**config.mk**
```make
export PLATFORM = sky130hd
export DESIGN_NAME = eia_top
export DESIGN_NICKNAME = d
export VERILOG_FILES = /design/src/hw/eia_pkg.sv /design/src/hw/eia_flag_bank.sv /design/src/hw/eia_irq_gate.sv /design/src/hw/eia_top.sv
export SDC_FILE = /design/constraint.sdc
export NUM_CORES = 1
export LEC_CHECK = 0
export ABC_AREA = 1
export BUFFER_PORTS_ARGS = -buffer_cell sky130_fd_sc_hd__buf_4
export CAP_MARGIN = 5
export CORE_AREA = 2 2 68 70
export CTS_CLUSTER_SIZE = 28
export DETAILED_ROUTE_END_ITERATION = 12
export DIE_AREA = 0 0 70 72
export GPL_ROUTABILITY_DRIVEN = 0
export GPL_TIMING_DRIVEN = 0
export PLACE_DENSITY = 0.73
export SLEW_MARGIN = 0
export SYNTH_ARGS = -nofsm -noshare
export SYNTH_HDL_FRONTEND = slang
export SYNTH_SLANG_ARGS = --single-unit
export TNS_END_PERCENT = 10
```
**constraint.sdc**
```tcl
create_clock -name ref_clk -period 1.2 [get_ports ref_clk]
set_input_delay 0 -clock ref_clk [delete_from_list [all_inputs] [get_ports ref_clk]]
set_output_delay 0 -clock ref_clk [all_outputs]
set_load 0.01 [all_outputs]
```
**src/hw/eia_pkg.sv**
```systemverilog
// eia_pkg: constants shared by the event interrupt aggregator
// assumes a single 125 MHz clock domain and a plain strobe register port
package eia_pkg;
  localparam int          EIA_AW            = 4;
  localparam int          EIA_DW            = 16;
  localparam int          EIA_NSRC          = 12;
  // ------------------------------------------------------------------
  // register offsets (word index on the plain port)
  // ------------------------------------------------------------------
  localparam logic [3:0]  EIA_OFF_ENABLE    = 4'h0;
  localparam logic [3:0]  EIA_OFF_FLAG      = 4'h1;
  localparam logic [3:0]  EIA_OFF_STATUS    = 4'h2;
  localparam logic [3:0]  EIA_OFF_FLAG_SET  = 4'h3;
  localparam logic [3:0]  EIA_OFF_FLAG_CLR  = 4'h4;
  localparam logic [3:0]  EIA_OFF_EN_SET    = 4'h5;
  localparam logic [3:0]  EIA_OFF_EN_CLR    = 4'h6;
  // ------------------------------------------------------------------
  // field positions and reset values
  // ------------------------------------------------------------------
  localparam int          EIA_GIE_BIT       = 15;
  localparam int          EIA_PEND_BIT      = 15;
  localparam logic [15:0] EIA_SRC_MASK      = 16'h7BFF;
  localparam logic [15:0] EIA_ENABLE_RST    = 16'h0000;
  localparam logic [15:0] EIA_FLAG_RST      = 16'h0000;
  localparam logic [15:0] EIA_ZERO          = 16'h0000;

  typedef enum logic [1:0] {
    EIA_WR_PLAIN = 2'b00,
    EIA_WR_SET   = 2'b01,
    EIA_WR_CLR   = 2'b10
  } eia_wr_kind_t;

  // bit-level update used by both registers
  function automatic logic [15:0] eia_apply(input logic [15:0] cur,
                                            input logic [15:0] data,
                                            input eia_wr_kind_t kind);
    logic [15:0] res;
    res = cur;
    case (kind)
      EIA_WR_PLAIN: res = data;
      EIA_WR_SET:   res = cur | data;
      EIA_WR_CLR:   res = cur & ~data;
      default:      res = cur;
    endcase
    return res;
  endfunction
endpackage

```
**src/hw/eia_flag_bank.sv**
```systemverilog
// eia_flag_bank: sticky event flags with bit-set and bit-clear updates
// assumes event pulses come from logic on ref_clk
module eia_flag_bank
  import eia_pkg::*;
(
  input  wire logic         ref_clk,
  input  wire logic         rst,
  input  wire logic [15:0]  evt,
  input  wire logic         wr_en,
  input  wire eia_wr_kind_t wr_kind,
  input  wire logic [15:0]  wr_data,
  output logic      [15:0]  flag_r
);
  logic [15:0] flag_nxt;

  always_comb begin
    flag_nxt = flag_r;
    if (wr_en) begin
      flag_nxt = eia_apply(flag_r, wr_data, wr_kind);
    end
    // events win over a clear in the same cycle, even if disabled
    flag_nxt = (flag_nxt | evt) & EIA_SRC_MASK;
  end

  always_ff @(posedge ref_clk) begin
    if (rst) begin
      flag_r <= EIA_FLAG_RST;
    end else begin
      flag_r <= flag_nxt;
    end
  end
endmodule // eia_flag_bank

```
**src/hw/eia_irq_gate.sv**
```systemverilog
// eia_irq_gate: combines enabled flags and the global enable into the pin
// assumes enable and flag are registered on ref_clk
module eia_irq_gate
  import eia_pkg::*;
(
  input  wire logic        ref_clk,
  input  wire logic        rst,
  input  wire logic [15:0] enable_r,
  input  wire logic [15:0] flag_r,
  output logic             pending,
  output logic             irq_n_r
);
  // ------------------------------------------------------------------
  // combine
  // ------------------------------------------------------------------
  // pin follows the condition one clock later, so dropping the global enable releases it
  // on the next edge and raising it again with flags set gives a new falling edge
  assign pending = enable_r[EIA_GIE_BIT] & (|(enable_r & flag_r & EIA_SRC_MASK));

  always_ff @(posedge ref_clk) begin
    if (rst) begin
      irq_n_r <= 1'b1;
    end else begin
      irq_n_r <= ~pending;
    end
  end
endmodule // eia_irq_gate

```
**src/hw/eia_top.sv**
```systemverilog
// eia_top: event interrupt aggregator with plain strobe register port
// assumes the host port logic issues one-cycle strobes on ref_clk
// What this block does
// - all sources share one active-low interrupt pin.
// - one enable bit and one flag bit per source, in two registers.
// - a flag sets on its event whether or not it is enabled.
// - the pin goes low and pending sets only for an enabled flag with global enable set.
// - status bit 15 mirrors the combined interrupt condition for polling.
// - the pin stays low until contributing flags are cleared or disabled.
// - clearing global enable releases the pin high on the clock after the enable register changes.
// - setting global enable with enabled flags set gives a new falling edge.
// - flags clear only by bit-clear operations touching just the addressed bits.
module eia_top
  import eia_pkg::*;
(
  input  wire logic              ref_clk,
  input  wire logic              rst,
  input  wire logic [15:0]       evt,
  input  wire logic [EIA_AW-1:0] addr,
  input  wire logic [15:0]       wdata,
  input  wire logic              wr_stb,
  input  wire logic              rd_stb,
  output logic      [15:0]       rdata_r,
  output logic                   irq_n
);
  logic [15:0]  enable_r;
  logic [15:0]  enable_nxt;
  logic [15:0]  flag_r;
  logic         pending;
  logic         flag_wr;
  eia_wr_kind_t flag_kind;
  logic [15:0]  rd_nxt;

  // ------------------------------------------------------------------
  // write decode
  // ------------------------------------------------------------------
  // plain writes to the flag register are ignored: only set/clear aliases
  // may touch flags, so an event landing mid-write is never overwritten
  always_comb begin
    flag_wr   = 1'b0;
    flag_kind = EIA_WR_CLR;
    if (wr_stb && addr == EIA_OFF_FLAG_CLR) begin
      flag_wr   = 1'b1;
      flag_kind = EIA_WR_CLR;
    end else if (wr_stb && addr == EIA_OFF_FLAG_SET) begin
      flag_wr   = 1'b1;
      flag_kind = EIA_WR_SET;
    end
  end

  always_comb begin
    enable_nxt = enable_r;
    if (wr_stb && addr == EIA_OFF_ENABLE) begin
      enable_nxt = eia_apply(enable_r, wdata, EIA_WR_PLAIN);
    end else if (wr_stb && addr == EIA_OFF_EN_SET) begin
      enable_nxt = eia_apply(enable_r, wdata, EIA_WR_SET);
    end else if (wr_stb && addr == EIA_OFF_EN_CLR) begin
      enable_nxt = eia_apply(enable_r, wdata, EIA_WR_CLR);
    end
  end

  always_ff @(posedge ref_clk) begin
    if (rst) begin
      enable_r <= EIA_ENABLE_RST;
    end else begin
      enable_r <= enable_nxt & (EIA_SRC_MASK | (16'h0001 << EIA_GIE_BIT));
    end
  end

  // ------------------------------------------------------------------
  // flags and interrupt
  // ------------------------------------------------------------------
  eia_flag_bank u_flags (
    .ref_clk (ref_clk),
    .rst     (rst),
    .evt     (evt),
    .wr_en   (flag_wr),
    .wr_kind (flag_kind),
    .wr_data (wdata),
    .flag_r  (flag_r)
  );

  eia_irq_gate u_gate (
    .ref_clk  (ref_clk),
    .rst      (rst),
    .enable_r (enable_r),
    .flag_r   (flag_r),
    .pending  (pending),
    .irq_n_r  (irq_n)
  );

  // ------------------------------------------------------------------
  // read path
  // ------------------------------------------------------------------
  always_comb begin
    rd_nxt = EIA_ZERO;
    if (addr == EIA_OFF_ENABLE || addr == EIA_OFF_EN_SET || addr == EIA_OFF_EN_CLR) begin
      rd_nxt = enable_r;
    end else if (addr == EIA_OFF_FLAG || addr == EIA_OFF_FLAG_SET
                 || addr == EIA_OFF_FLAG_CLR) begin
      rd_nxt = flag_r;
    end else if (addr == EIA_OFF_STATUS) begin
      rd_nxt = EIA_ZERO;
      rd_nxt[EIA_PEND_BIT] = pending;
    end
  end

  always_ff @(posedge ref_clk) begin
    if (rst) begin
      rdata_r <= EIA_ZERO;
    end else if (rd_stb) begin
      rdata_r <= rd_nxt;
    end else begin
      rdata_r <= EIA_ZERO;
    end
  end
endmodule // eia_top

```
==> flow_summary.toml <==
[cells_and_area]
final_area_sq_um = 3050
drive_above_1_share_pct = 25.19
final_cells = 449
n_antenna_cell = 0
finalNetCount = 436
syn_to_final_growth_pct = 40.28

[min_path]
whs_path_depth = 4
min_from = "rst"
hp-class = "in2reg"

[grt]
grt_remaining_overflow = 0
grt_pass1_wl_um = 9411
grt_usage_pct = 23.92
antenna_found_initial = 0
grt_max_degree = 14
grt_pass1_vias = 2062

[sta]
fin_crit_ns = 1.143
max_freq_mhz = 874.9
rsz0062_at_grt = "false"
hold_viol = 1
drv_slew = 0
worstMarginPinSlew_ns = 0.5739
fin_hold_ws_ns = -0.01001
setup_slack_ns = 0.05700
relSlewSlack_pct = 61.74
skew_ns = 0.004916
timing.final.crit_share_pct = 95.25
finalSetupTns_ns = 0
finalSetupViolCount = 0

[drt]
drtIter0Drc = 105
vias = 2223
vias_per_cell = 4.951
route.detailed.drc = 0
dr.pass1.iters = 4
ant_nets = 0
wl_per_cell_um = 12.84
drt_wl_total_um = 5764

[yosys]
synth_compound_area_share_pct = 22.55
synthSimpleGateAreaFrac_pct = 25.32
netlist_instances = 307
avgSynthCellArea_sq_um = 7.083
yosys.cell_types.count = 24
muxShareOfSynthArea_pct = 0
syn-cell-area_sq_um = 2175
synth_edf_count = 0
synthAdderAreaFrac_pct = 0
ys_warn_count = 0
postSynthNetCount = 347
netlist_top_cells_area = "dfxtp_1 (41%), nand2_1 (18%), a21oi_1 (8.1%), inv_1 (5.7%), o21bai_2 (5.2%)"
synth_xor_area_share_pct = 0
synth_top_family_by_area = "simple AND/OR/NAND/NOR gates"
yosys.area.top_type = "dfxtp_1"
synth_top_area_share_pct = 41.43
yosysMostFrequentCell = "nand2_1"
synth_seq_cells = 45
ys.flop_type = "dfxtp_1"
yosysSeqAreaShare_pct = 41.43
ys_top_cells_by_count = "nand2_1 (104), dfxtp_1 (45), a21oi_1 (35)"
synthArstFlopShare_pct = 0

[setup_path]
arrival_ns = 1.38
max_stage_delay_ns = 0.56
rr_worst_depth = 3
cp-end-kind = "register"
path_buf_inv = 1
cp-start-kind = "register"
rrSetupSlack_ns = 0.06
rr_endpoint = "rdata_r[15]"
path_cells = "nand3_1 -> dlygate4sd3_1 -> a21oi_1"
slowest_stage = "dlygate4sd3_1"
crit_required_ns = 1.44
crit_fanout = 2
crit_type = "reg2reg"
crit_family = "buffers and inverters"

[die]
initial_core_util_pct = 51.00
core_sq_um = 4264
io_pins = 57
rows = 24
die_w_um = 70
dieArea_sq_um = 5040
die_h_um = 72

[clock_network]
cts.path.max_buffers = 2
cts_num_sinks = 45
clock_latency_ns = 0.31
clk_pin_slew_worst_paths_ns = 0.08
cts_setup_buffers = 0
cts_root_buf = "clkbuf_8"
numCtsBuffers = 5
htreeDepth = 2
cts_tree = "done"

[pwr]
power.total_w = 0.003290
combPwrFrac_pct = 15.2
vdd_drop_max_mv = 0.5637
p_sw_w = 0.0008086
p_int_w = 0.002481
p_clk_share_pct = 36.7
powerDensity_nw_per_um2 = 1079
p_leak_nw = 1.397
sw_frac_of_total_pct = 24.58
power_frac_seq_pct = 48.1

[placement]
io_buffers = 51
placed_area_sq_um = 2623
dp_slack_ns = -0.001398
dp_hpwl_um = 3830
dp.cells = 410

[run_status]
violations = "negative hold slack"
status = "complete, but fails checks"

[job]
cap_violations = 0
through the flow:
stage          utilization, %  hold WS (ns)
6_report                71.54      -0.01001
5_1_grt                 71.54       0.02094
4_1_cts                 71.51      0.001741
3_5_place_dp            61.50        0.2549
3_3_place_gp            61.50        0.2430
2_1_floorplan               -        0.1340
kinds of logic after synthesis:
family	after synthesis
buffers and inverters	52
and+or+nand+nor	133
DFF	45
AOI/OAI and AO/OA	76
other	1
per-layer routing:
layer | part of all wire [%] | global-route usage [%]
met1 | 45 | 30.00
met3 | 4.1 | 5.139
met2 | 50 | 41.69
met4 | 0.99 | 7.051
met5 | 0 | 0
how the worst max path moves through the flow:
| stage | from | to | slack [ns] | depth (start not counted) |
|---|---|---|---|---|
| 3_3_place_gp | addr[1] | register | 0.01 | 8 |
| 2_1_floorplan | wr_stb | register | 0.34 | 7 |
| 6_report | register | rdata_r[15] | 0.06 | 3 |
| 3_5_place_dp | addr[1] | register | -0.001 | 8 |
| 4_1_cts | register | rdata_r[15] | 0.05 | 3 |
| 5_1_grt | register | rdata_r[15] | 0.009 | 3 |
layout by cell type, fill, tap and decap left out, types with 9 or more instances in the layout:
master and instances:
nand3_1 17, dlygate4sd3_1 31, inv_1 33, buf_4 54
o21ai_1 11, a21oi_2 9, o21bai_2 10, dfxtp_1 44
a21oi_1 35, nand2_1 104
tightest hold or removal path, cell delays in order:
cell     delay [ns]
buf_4          0.09
inv_1          0.05
nand3_1        0.07
nand2_1        0.05
area by class of cell:
| class | instances | area, sq um |
|---|---|---|
| inverters | 37 | 138.9 |
| fillers | 357 | 1214 |
| multi-input cells | 210 | 1045 |
| well taps | 52 | 65.06 |
| repair buffers | 82 | 693.2 |
| plain buffers | 15 | 90.09 |
| clock inverters | 1 | 30.03 |
| flip-flops and latches | 45 | 902.1 |
| clock buffers | 7 | 86.33 |
power groups by stage:
stage	clock, W	sequential (W)	combinational [W]
after floorplan	0	0.00161	0.000245
after global placement	0	0.00161	0.000409
after detailed placement	0	0.00162	0.000417
after CTS	0.00121	0.00158	0.000496
after global routing	0.00128	0.00159	0.000553
final	0.00121	0.00158	0.000500
what timing repair did:
action                     in CTS  in global routing
setup endpoints to repair       0                  1
hold endpoints to repair       30                  0
hold buffers                   31                  0
gates resized for setup         0                  1
Power figures use the tool's default switching activity.
